**src/core/pport_pkg.sv**
```systemverilog
// constants, offsets and types of the parallel port register block
package pport_pkg;
  // ----------------------------------------------------------------
  // register offsets
  // ----------------------------------------------------------------
  localparam logic [2:0] OFS_DATA_LATCH = 3'h0;
  localparam logic [2:0] OFS_STATUS = 3'h1;
  localparam logic [2:0] OFS_CONTROL = 3'h2;
  localparam logic [2:0] OFS_TARGET = 3'h3;
  localparam logic [2:0] OFS_XFER0 = 3'h4;
  // ----------------------------------------------------------------
  // field positions
  // ----------------------------------------------------------------
  localparam int STS_TIMEOUT_BIT = 0;
  localparam int STS_IRQ_BIT = 2;
  localparam int STS_PAPER_BIT = 5;
  localparam int STS_ACK_BIT = 6;
  localparam int STS_BUSY_BIT = 7;
  localparam int CTL_STROBE_BIT = 0;
  localparam int CTL_FEED_BIT = 1;
  localparam int CTL_INIT_BIT = 2;
  localparam int CTL_SELECT_BIT = 3;
  localparam int CTL_IRQ_EN_BIT = 4;
  localparam int CTL_DIR_BIT = 5;
  // ----------------------------------------------------------------
  // reset values and fixed fields
  // ----------------------------------------------------------------
  localparam logic [5:0] CTL_RESET = 6'h04;
  localparam logic [7:0] DATA_RESET = 8'h00;
  localparam logic [1:0] CTL_RSVD_VALUE = 2'h3;
  localparam logic [7:0] UNMAPPED_VALUE = 8'hFF;
  localparam logic [9:0] BASE_NO_ENHANCED = 10'h3BC;
  // ----------------------------------------------------------------
  // timing
  // ----------------------------------------------------------------
  localparam int CLK_MHZ = 125;
  localparam int TIMEOUT_US = 10;
  localparam int TIMEOUT_CYCLES = TIMEOUT_US * CLK_MHZ + 1;
  localparam int TMO_W = $clog2(TIMEOUT_CYCLES + 1);
  // ----------------------------------------------------------------
  // enumerations
  // ----------------------------------------------------------------
  typedef enum logic [1:0] {
    MODE_COMPAT = 2'b00,
    MODE_EXTENDED = 2'b01,
    MODE_ENHANCED = 2'b10,
    MODE_EXT_CAP = 2'b11
  } port_mode_type;
  typedef enum logic [1:0] {
    ST_IDLE = 2'b00,
    ST_STROBE = 2'b01,
    ST_RELEASE = 2'b10
  } xfer_state_type;
  localparam logic [1:0] SIZE_BYTE = 2'h0;
  localparam logic [1:0] SIZE_WORD = 2'h1;
  localparam logic [1:0] SIZE_DWORD = 2'h2;
endpackage

```
**src/core/pport_regs.sv**
```systemverilog
// parallel port host registers with enhanced strobe engine
`timescale 1ns/1ps
module pport_regs (
  input wire logic sys_clk,
  input wire logic rst,
  input wire logic clk_en,
  input wire pport_pkg::port_mode_type port_mode,
  input wire logic legacy_addressing,
  input wire logic [9:0] base_addr,
  input wire logic bus_rd,
  input wire logic bus_wr,
  input wire logic [2:0] bus_addr,
  input wire logic [1:0] bus_size,
  input wire logic [31:0] bus_wdata,
  output logic [31:0] bus_rdata,
  output logic bus_done,
  output logic bus_ready,
  input wire logic paper_end_in,
  input wire logic ack_in,
  input wire logic busy_in,
  input wire logic error_in,
  input wire logic select_in,
  input wire logic strobe_pin_in,
  input wire logic feed_pin_in,
  input wire logic init_pin_in,
  input wire logic select_pin_in,
  input wire logic [7:0] port_data_in,
  output logic [7:0] port_data_lines,
  output logic port_data_oe,
  output logic data_strobe_out,
  output logic auto_feed_out,
  output logic init_out,
  output logic select_request_out,
  output logic control_oe,
  output logic address_strobe_out,
  output logic data_strobe_epp_out,
  output logic write_n_out,
  output logic port_interrupt,
  output logic port_interrupt_oe
);
  import pport_pkg::*;

  // ----------------------------------------------------------------
  // state
  // ----------------------------------------------------------------
  typedef struct packed {
    logic [5:0] ctl;
    logic [7:0] data_latch;
    logic timeout, irq_stat, irq, irq_oe, ack_prev;
    port_mode_type mode_prev;
    xfer_state_type st;
    logic [1:0] byte_idx, byte_last;
    logic is_write, is_addr;
    logic [TMO_W-1:0] tmo_cnt;
    logic [31:0] wbuf, rbuf, rdata;
    logic done, ready, strb_a, strb_d, write_n;
    logic [7:0] pd_out;
    logic pd_oe, pin_stb, pin_feed, pin_init, pin_sel, ctl_oe;
  } state_type;

  state_type s_q, s_d;
  logic enh_ok, enh_mode, ext_like, enh_acc, ack_rise, tmo_event;
  logic [7:0] status_val, control_val;

  // ----------------------------------------------------------------
  // mode decode
  // ----------------------------------------------------------------
  assign enh_ok = (base_addr[2:0] == 3'h0)
    && !(legacy_addressing && base_addr == BASE_NO_ENHANCED);
  assign enh_mode = (port_mode == MODE_ENHANCED) && enh_ok;
  assign ext_like = (port_mode == MODE_EXTENDED) || enh_mode;
  assign enh_acc = enh_mode && (bus_addr >= OFS_TARGET);
  assign ack_rise = ack_in && !s_q.ack_prev;

  // ----------------------------------------------------------------
  // read values
  // ----------------------------------------------------------------
  always_comb begin
    status_val = 8'h00;
    status_val[STS_BUSY_BIT] = !busy_in;
    status_val[STS_ACK_BIT] = ack_in;
    status_val[STS_PAPER_BIT] = paper_end_in;
    status_val[4] = select_in;
    status_val[3] = error_in;
    status_val[STS_IRQ_BIT] = s_q.irq_stat;
    status_val[1] = 1'b1;
    status_val[STS_TIMEOUT_BIT] = enh_mode ? s_q.timeout : 1'b1;
    control_val = {CTL_RSVD_VALUE, 6'h00};
    control_val[CTL_DIR_BIT] = enh_mode ? s_q.ctl[CTL_DIR_BIT] : 1'b1;
    control_val[CTL_IRQ_EN_BIT] = s_q.ctl[CTL_IRQ_EN_BIT];
    control_val[CTL_SELECT_BIT] = !select_pin_in;
    control_val[CTL_INIT_BIT] = init_pin_in;
    control_val[CTL_FEED_BIT] = !feed_pin_in;
    control_val[CTL_STROBE_BIT] = !strobe_pin_in;
  end

  // ----------------------------------------------------------------
  // next state
  // ----------------------------------------------------------------
  always_comb begin
    s_d = s_q;
    tmo_event = 1'b0;
    s_d.done = 1'b0;
    s_d.ack_prev = ack_in;
    s_d.mode_prev = port_mode;
    s_d.ctl_oe = 1'b1;
    if (enh_mode && s_q.mode_prev != MODE_ENHANCED) s_d.timeout = 1'b0;
    case (s_q.st)
      ST_IDLE: begin
        if ((bus_rd || bus_wr) && enh_acc) begin
          s_d.st = ST_STROBE;
          s_d.is_write = bus_wr;
          s_d.is_addr = (bus_addr == OFS_TARGET);
          s_d.byte_idx = 2'h0;
          s_d.byte_last = 2'h0;
          if (bus_addr == OFS_XFER0 && bus_size == SIZE_WORD) s_d.byte_last = 2'h1;
          if (bus_addr == OFS_XFER0 && bus_size == SIZE_DWORD) s_d.byte_last = 2'h3;
          s_d.wbuf = bus_wdata;
          s_d.rbuf = 32'h0000_0000;
          s_d.tmo_cnt = '0;
          s_d.ready = 1'b0;
          s_d.write_n = !bus_wr;
          s_d.pd_oe = bus_wr;
          s_d.pd_out = bus_wdata[7:0];
          s_d.strb_a = (bus_addr == OFS_TARGET);
          s_d.strb_d = (bus_addr != OFS_TARGET);
        end else if (bus_rd) begin
          s_d.done = 1'b1;
          s_d.rdata = {24'h00_0000, UNMAPPED_VALUE};
          case (bus_addr)
            OFS_DATA_LATCH: begin
              s_d.rdata[7:0] = (ext_like && s_q.ctl[CTL_DIR_BIT]) ?
                port_data_in : s_q.data_latch;
            end
            OFS_STATUS: begin
              s_d.rdata[7:0] = status_val;
              s_d.timeout = 1'b0;
              s_d.irq_stat = 1'b1;
            end
            OFS_CONTROL: s_d.rdata[7:0] = control_val;
            default: s_d.rdata[7:0] = UNMAPPED_VALUE;
          endcase
        end else if (bus_wr) begin
          s_d.done = 1'b1;
          case (bus_addr)
            OFS_DATA_LATCH: s_d.data_latch = bus_wdata[7:0];
            OFS_CONTROL: s_d.ctl = bus_wdata[5:0];
            default: s_d.ctl = s_q.ctl;
          endcase
        end
      end
      ST_STROBE, ST_RELEASE: begin
        s_d.tmo_cnt = s_q.tmo_cnt + TMO_W'(1);
        if (s_q.tmo_cnt == TMO_W'(TIMEOUT_CYCLES - 1)) begin
          tmo_event = 1'b1;
          s_d.tmo_cnt = '0;
          s_d.strb_a = 1'b0;
          s_d.strb_d = 1'b0;
          s_d.timeout = 1'b1;
          s_d.st = ST_IDLE;
          s_d.ready = 1'b1;
          s_d.done = 1'b1;
          s_d.write_n = 1'b1;
          s_d.rdata = s_q.rbuf;
        end else if (s_q.st == ST_STROBE && busy_in) begin
          s_d.rbuf[{s_q.byte_idx, 3'h0} +: 8] = port_data_in;
          s_d.strb_a = 1'b0;
          s_d.strb_d = 1'b0;
          s_d.st = ST_RELEASE;
        end else if (s_q.st == ST_RELEASE && !busy_in) begin
          if (s_q.byte_idx == s_q.byte_last) begin
            s_d.st = ST_IDLE;
            s_d.ready = 1'b1;
            s_d.done = 1'b1;
            s_d.write_n = 1'b1;
            s_d.rdata = s_q.rbuf;
          end else begin
            s_d.byte_idx = s_q.byte_idx + 2'h1;
            s_d.pd_out = s_q.wbuf[{s_d.byte_idx, 3'h0} +: 8];
            s_d.strb_d = 1'b1;
            s_d.tmo_cnt = '0;
            s_d.st = ST_STROBE;
          end
        end
      end
      default: begin
        s_d.st = ST_IDLE;
        s_d.ready = 1'b1;
      end
    endcase
    // extended-mode latched request, set wins over read reset
    if (port_mode == MODE_EXTENDED && s_q.ctl[CTL_IRQ_EN_BIT] && ack_rise) begin
      s_d.irq_stat = 1'b0;
    end
    if (port_mode != MODE_EXTENDED) begin
      s_d.irq_stat = 1'b1;
    end
    s_d.irq_oe = s_d.ctl[CTL_IRQ_EN_BIT];
    case (port_mode)
      MODE_COMPAT: s_d.irq = !ack_in;
      MODE_EXTENDED: s_d.irq = !s_d.irq_stat;
      MODE_ENHANCED: s_d.irq = enh_mode ? (ack_rise || tmo_event) : !s_d.irq_stat;
      default: s_d.irq = !s_d.irq_stat;
    endcase
    s_d.irq = s_d.irq && s_d.ctl[CTL_IRQ_EN_BIT];
    if (s_d.st == ST_IDLE) begin
      s_d.pd_out = s_d.data_latch;
      s_d.pd_oe = !(ext_like && s_d.ctl[CTL_DIR_BIT]);
    end
    s_d.pin_stb = !s_d.ctl[CTL_STROBE_BIT];
    s_d.pin_feed = !s_d.ctl[CTL_FEED_BIT];
    s_d.pin_init = s_d.ctl[CTL_INIT_BIT];
    s_d.pin_sel = !s_d.ctl[CTL_SELECT_BIT];
  end

  // ----------------------------------------------------------------
  // registers
  // ----------------------------------------------------------------
  always_ff @(posedge sys_clk or posedge rst) begin
    if (rst) begin
      s_q <= '0;
      s_q.ctl <= CTL_RESET;
      s_q.data_latch <= DATA_RESET;
      s_q.irq_stat <= 1'b1;
      s_q.ready <= 1'b1;
      s_q.write_n <= 1'b1;
      s_q.pd_oe <= 1'b1;
      s_q.pin_stb <= 1'b1;
      s_q.pin_feed <= 1'b1;
      s_q.pin_init <= 1'b1;
      s_q.pin_sel <= 1'b1;
    end else if (clk_en) begin
      s_q <= s_d;
    end
  end

  assign bus_rdata = s_q.rdata;
  assign bus_done = s_q.done;
  assign bus_ready = s_q.ready;
  assign port_data_lines = s_q.pd_out;
  assign port_data_oe = s_q.pd_oe;
  assign data_strobe_out = s_q.pin_stb;
  assign auto_feed_out = s_q.pin_feed;
  assign init_out = s_q.pin_init;
  assign select_request_out = s_q.pin_sel;
  assign control_oe = s_q.ctl_oe;
  assign address_strobe_out = s_q.strb_a;
  assign data_strobe_epp_out = s_q.strb_d;
  assign write_n_out = s_q.write_n;
  assign port_interrupt = s_q.irq;
  assign port_interrupt_oe = s_q.irq_oe;

  // ----------------------------------------------------------------
  // checks
  // ----------------------------------------------------------------
  property p_status_paper;
    @(posedge sys_clk) disable iff (rst)
    (clk_en && bus_rd && s_q.st == ST_IDLE && bus_addr == OFS_STATUS)
      |=> bus_done && bus_rdata[STS_PAPER_BIT] == $past(paper_end_in);
  endproperty
  a_status_paper: assert property (p_status_paper) else $error("paper bit wrong");
  property p_status_busy;
    @(posedge sys_clk) disable iff (rst)
    (clk_en && bus_rd && s_q.st == ST_IDLE && bus_addr == OFS_STATUS)
      |=> bus_rdata[STS_BUSY_BIT] != $past(busy_in)
      && bus_rdata[STS_ACK_BIT] == $past(ack_in);
  endproperty
  a_status_busy: assert property (p_status_busy) else $error("busy or ack bit wrong");
  property p_ctl_rsvd;
    @(posedge sys_clk) disable iff (rst)
    (clk_en && bus_rd && s_q.st == ST_IDLE && bus_addr == OFS_CONTROL && !enh_acc)
      |=> bus_rdata[7:6] == CTL_RSVD_VALUE;
  endproperty
  a_ctl_rsvd: assert property (p_ctl_rsvd) else $error("reserved bits not one");
  property p_strobe_pin;
    @(posedge sys_clk) disable iff (rst)
    (clk_en && bus_wr && s_q.st == ST_IDLE && bus_addr == OFS_CONTROL)
      |=> data_strobe_out == !$past(bus_wdata[0]) && init_out == $past(bus_wdata[2]);
  endproperty
  a_strobe_pin: assert property (p_strobe_pin) else $error("control pin wrong");
  property p_irq_float;
    @(posedge sys_clk) disable iff (rst)
    !s_q.ctl[CTL_IRQ_EN_BIT] |-> !port_interrupt_oe && !port_interrupt;
  endproperty
  a_irq_float: assert property (p_irq_float) else $error("interrupt not floated");
  property p_tmo_bound;
    @(posedge sys_clk) disable iff (rst)
    s_q.tmo_cnt < TMO_W'(TIMEOUT_CYCLES) && (bus_ready == (s_q.st == ST_IDLE));
  endproperty
  a_tmo_bound: assert property (p_tmo_bound) else $error("ready held too long");
  property p_abort_strobe;
    @(posedge sys_clk) disable iff (rst)
    $rose(s_q.timeout) && $past(s_q.st) != ST_IDLE
      |-> !address_strobe_out && !data_strobe_epp_out && bus_ready && bus_done;
  endproperty
  a_abort_strobe: assert property (p_abort_strobe) else $error("abort left strobe");
  property p_tmo_clear;
    @(posedge sys_clk) disable iff (rst)
    (clk_en && bus_rd && s_q.st == ST_IDLE && bus_addr == OFS_STATUS) |=> !s_q.timeout;
  endproperty
  a_tmo_clear: assert property (p_tmo_clear) else $error("timeout flag kept");
  property p_data_pins;
    @(posedge sys_clk) disable iff (rst)
    (clk_en && bus_wr && s_q.st == ST_IDLE && bus_addr == OFS_DATA_LATCH)
      |=> port_data_lines == $past(bus_wdata[7:0]);
  endproperty
  a_data_pins: assert property (p_data_pins) else $error("data pins wrong");
endmodule

```
**config.mk**
```make
export PLATFORM = sky130hd
export DESIGN_NAME = pport_regs
export DESIGN_NICKNAME = d
export VERILOG_FILES = /design/src/core/pport_pkg.sv /design/src/core/pport_regs.sv
export SDC_FILE = /design/constraint.sdc
export NUM_CORES = 1
export LEC_CHECK = 0
export BUFFER_PORTS_ARGS = -buffer_cell sky130_fd_sc_hd__buf_2
export CORE_ASPECT_RATIO = 1.4
export CORE_MARGIN = 2
export CORE_UTILIZATION = 50
export CTS_CLUSTER_SIZE = 30
export DETAILED_ROUTE_END_ITERATION = 12
export PLACE_DENSITY_LB_ADDON = 0.08
export SLEW_MARGIN = 10
export SYNTH_ARGS = -nofsm -noshare
export SYNTH_HDL_FRONTEND = slang
export SYNTH_SLANG_ARGS = --single-unit
export TNS_END_PERCENT = 100
```
**constraint.sdc**
```tcl
create_clock -name sys_clk -period 12.9 [get_ports sys_clk]
set_clock_uncertainty 0.15 [all_clocks]
set_input_delay 1.29 -clock sys_clk [delete_from_list [all_inputs] [get_ports sys_clk]]
set_output_delay 1.29 -clock sys_clk [all_outputs]
set_load 0.02 [all_outputs]
```
======== Yosys cells after proc, flatten, opt, wreduce, memory -nomap -nowiden ========
Index checks and enable logic that the tools add are counted.
cells by class
  add/sub/neg operators ................... 3
  magnitude comparators ................... 1
  equal/unequal tests ..................... 35
  shift-type cells ........................ 3
  muxes and demuxes ....................... 64
  reduce and logical (&&, ||, !) cells .... 53
operators by type and width
  cell                      count
  $pmux W65 S2              1
  $mux W34                  3
  $mux W32                  3
  $mux W83                  1
  $mux W11                  4
  $pmux W11 S2              2
  $mux W14                  3
  $mux W37                  1
  $mux W33                  1
  $bwmux W32                1
  $mux W8                   4
  $shift A8 B7 Y32 const A  1
  $shiftx A32 B6 Y8         1
  $shiftx A8 B7 Y32         1
  $ne A3 B3 Y1 const B      9
  $pmux W8 S3               1
  $reduce_and A7 Y1         3
  $mux W1                   19
  $mux W9                   2
  $ne A2 B2 Y1 const B      9
  $logic_and A1 B1 Y1       16
  $mux W16                  1
  $mux W2                   8
  $reduce_and A5 Y1         3
  other kinds (31)          61
storage, ports and cells
  bits in registers ....................... 155
  bits of input ports ..................... 72
  output and inout bits ................... 53
  logic and storage cells ................. 188

======== Longest topological paths before layout ========
  word-level depth ........................ 17
  gate-level depth with buffers ........... 10

======== Worst setup path after synthesis ========
OpenSTA, ideal clock, no wires.
  path type ............................... input to register
  start point ............................. in base_addr[1]
  end point ............................... reg s_q[122] in the netlist's numbering
  setup time .............................. 0.078 ns
  data arrival time ....................... 3.329 ns
  required time ........................... 12.672 ns
  path slack .............................. 9.343 ns
  cell stages on the path ................. 6
  buffers on the path ..................... 1
  cell sequence ........................... or4b_4 o41ai_4 or4b_1 clkbuf_1 or3_1 a21oi_1
on the way
  word-level cells in the longest chain between the ends .. 9
ends and longest elaborated chain
  element                        RTL line           text
  start, declared                pport_regs.sv:9    input wire logic [9:0] base_addr,
  $eq A10 B10 Y1                 pport_regs.sv:69   && !(legacy_addressing && base_addr == BASE_NO_ENHANCED);
  $logic_and A1 B1 Y1            pport_regs.sv:69
  $logic_not A1 Y1               pport_regs.sv:69
  $logic_and A1 B1 Y1 *          pport_regs.sv:69
  $logic_and A1 B1 Y1 *          pport_regs.sv:70   assign enh_mode = (port_mode == MODE_ENHANCED) && enh_ok;
  $logic_and A1 B1 Y1 *          pport_regs.sv:72   assign enh_acc = enh_mode && (bus_addr >= OFS_TARGET);
  $logic_and A1 B1 Y1 *          pport_regs.sv:110  if ((bus_rd || bus_wr) && enh_acc) begin
  $ne A2 B2 Y1 (no line) *       -
  $reduce_and A3 Y1 (no line) *  -
  end, declared                  pport_regs.sv:61   state_type s_q, s_d;
Mark *: on every way between the ends. The rest lies on a longest branch, timed or not.
A chain may end at the register's enable or synchronous reset.

======== Final worst setup path ========
  start point ............................. in base_addr[1]
  end point ............................... reg s_q[58] in the netlist's numbering
on the way
  word-level cells in the longest chain between the ends .. 9
ends and longest elaborated chain
  element                        RTL line
  $eq A10 B10 Y1                 pport_regs.sv:69
  $logic_and A1 B1 Y1            pport_regs.sv:69
  $logic_not A1 Y1               pport_regs.sv:69
  $logic_and A1 B1 Y1 *          pport_regs.sv:69
  $logic_and A1 B1 Y1 *          pport_regs.sv:70
  $logic_and A1 B1 Y1 *          pport_regs.sv:72
  $logic_and A1 B1 Y1 *          pport_regs.sv:110
  $ne A2 B2 Y1 (no line) *       -
  $reduce_and A5 Y1 (no line) *  -
Marked as above.

==> key figures <==
CTS
  – H-tree Lvls: 4
  – Num Clock Sinks: around 150
  – Root Driver: clkbuf_16
  – CTS tree: done
  – CTS buffer count: 17
  – Post-CTS sizing: 0
  – Clock Latency Late Sink: around 0.42 ns
  – Post-CTS setup buffer count: 0
  – Clk buf depth: 2
  – CTS clk-pin slew, worst paths: 0.07 ns
  – Post-CTS Hold Buffers: 0

Pwr
  – Power Density: 196 nW/µm²
  – Flop pwr share: 36.6%
  – Sw Pwr: ~0.64 mW
  – Static Leak: 4.08 nW
  – Sw Share: a little under two fifths
  – Comb power frac: between 30% and 40%
  – VDD IR max: approximately 140 µV
  – Pint: between 1 and 1.5 mW
  – Clock power share: 30.4%

Setup path
  – Crit path cell chain: buf_2 > or4b_4 > o41ai_4 > nand4_1 > nor4_2 > a22o_1
  – CP Class: input pin to flop
  – CP delay by family, top: simple AND/OR/NAND/NOR gates
  – Kind of end point of the critical path: flop
  – Worst Path Required: around 13 ns
  – Slowest CP cell: nor4_2
  – Max incr delay on CP: 0.99 ns
  – Crit path arrival time: 4.59 ns
  – Worst setup SP type: input pin
  – WP buf/inv: 1
  – Crit Path Max Fanout: 22

Route
  – Pre-antenna DRT Iters: 5
  – Post-route ant nets: 0
  – Routed len/inst: between 15 and 20 µm
  – Drt total wl: between 15000 and 20000 µm
  – DRC viols: 0
  – Via count: 6292
  – Drt via density: 5.90
  – Starting DRC count in detailed routing: between 400 and 500

STA
  – RSZ-0062 raised after global routing: false
  – Slew Limit Fails: 0
  – Setup TNS: 0 ns
  – PnR worst setup slack: 8.51 ns
  – Worst-Margin Slew: 1.17 ns
  – Fmax: 228 MHz
  – Final Hold Fails: 0
  – Final min period: 4.39 ns
  – Finish-stage setup viols: 0
  – Final cycle utilization of the critical path: 34.1%
  – Max_slew headroom: between 20 and 25%
  – Hold_ws: a little over 0.3 ns

Yosys
  – Top-area cell type share of the netlist area: 45.9%
  – Synth area leaders: dfrtp_1 46%, nand2_1 9.2%, o21ai_0 4.7%
  – Register bit total from synthesis: 151
  – Sequential fraction of the synthesis area: 48.6%
  – Syn avg cell area: between 9 and 10 µm²
  – Post-Syn Instances: 809
  – Synth unique cells: 63
  – Post-synth EDFFs: 0
  – Synthesis warning total: 0
  – Syn Nets: 892
  – Cell area after synthesis: 7790 µm²
  – Asr flop ratio synth: between 90% and 100%
  – Most used DFF post-synth: dfrtp_1
  – Yosys top cell by area: dfrtp_1

Layout
  – Number of flip-flops in the largest register: 99
  – Largest register by flop count: s_q
  – Commonest non-fill, non-tap cell in the layout: nand2_1
  – Fillers: 1387
  – Inserted Diodes: 0
  – Most frequent cells in the layout: 190 x nand2_1, 143 x dfrtp_1, 116 x buf_2
  – Layout area overhead: 12.7%
  – Layout cells sized above 1: 23.4%
  – Nets: about 940

Run status
  – Status: complete, no violations

Job
  – MaxCap Viol Count: 0

Floorplanning
  – Starting Density: 50.6%
  – Core area: 15400 µm²
  – Die width: 110 µm
  – Row cnt: 54
  – Die area: 16600 µm²
  – Die Height: 152 µm
  – Num ports: 125

Placement
  – Port buffer count: about 120
  – GP Congestion: 0.909
  – Dpl ws: 8.13 ns
  – DP HPWL: approximately 14000 µm

GRT
  – Vias in the first global route: approximately 6.3k
  – Largest net degree at the start of global routing: 83
  – Tot GR Track Use: 25.0%
  – Initial antenna violation count: 0
  – Global route total overflow: 0
  – Global-route wire length before repair: around 32000 µm

Hold path
  – Worst min-delay path class: flop to flop
## per-stage QoR
step	std cells	instance area [µm²]	util, %	total power, mW
CTS	1067	8780	57.0	1.73
finish	1067	8780	57.0	1.72
global route	1067	8780	57.0	1.83
global placement	1035	8160	53.0	1.19
detailed placement	1035	8160	53.0	1.20
floorplan	809	7790	-	1.07
## path summary, 6_finish.rpt
kind	slack [ns]	end	startpoint	cells past startpoint
min in group asynchronous	0.79	bus_rdata[12]	rst	2
setup reg to reg	8.89	bus_rdata[0]	s_q[133]	7
max in group asynchronous	10.35	port_data_lines[7]	rst	3
hold / removal	0.31	control_oe	control_oe	1
setup / recovery	8.51	s_q[58]	base_addr[1]	6
hold reg to reg	0.31	control_oe	control_oe	1
## power by group through the flow
stage,registers [mW],logic (mW),clock network (mW)
2_1_floorplan,0.631,0.437,0
6_report,0.630,0.569,0.522
5_1_grt,0.640,0.632,0.554
3_3_place_gp,0.633,0.556,0
3_5_place_dp,0.635,0.568,0
4_1_cts,0.629,0.571,0.530
## synthesized netlist by cell type (all sizes together) (7+ instances only)
cell type,n
mux2i,22
inv,15
nand2,190
a21oi,15
mux4,8
nand3,18
dfstp,8
and3,7
ha,11
o221ai,8
a22o,11
nor2,27
o21ai,74
a32o,7
a31oi,7
a221oi,16
nand2b,10
nor3,9
buf,45
or3,8
clkbuf,44
mux2,23
dfrtp,143
## cells by family after synthesis
group	share of synthesized area, %
fa+ha+maj	1.77
mux	8.46
simple gates	17.4
buf+inv	6.98
compound gates	16.3
xor+xnor	0.449
flops	48.6
## layer usage
layer  vias up  track usage, %  part of all wire, %
met5         -               0                    0
met4         0            11.7                  3.7
met3        49            3.93                  4.2
met2       197            43.5                   53
met1      3116            30.0                   39
li1       2930               -                    -
## worst reg2reg max path, stage by stage (launching register included)
cell and delay (ns):
dfrtp_1 0.44, inv_1 0.11, ha_1 0.87, inv_1 0.33, a31oi_1 0.39, a221o_2 0.92, or3_1 0.44, o221ai_1 0.19
## layout make-up
type / instances / area (µm²) / share of cell area [%]
well taps: 196 / 245 / 2.79
clock inverters: 14 / 185 / 2.11
multi-input cells: 554 / 3470 / 39.5
clock buffers: 18 / 429 / 4.89
repair buffers: 119 / 603 / 6.87
inverters: 15 / 61.3 / 0.698
flip-flops and latches: 151 / 3790 / 43.2
(Power assumes the default switching activity.)
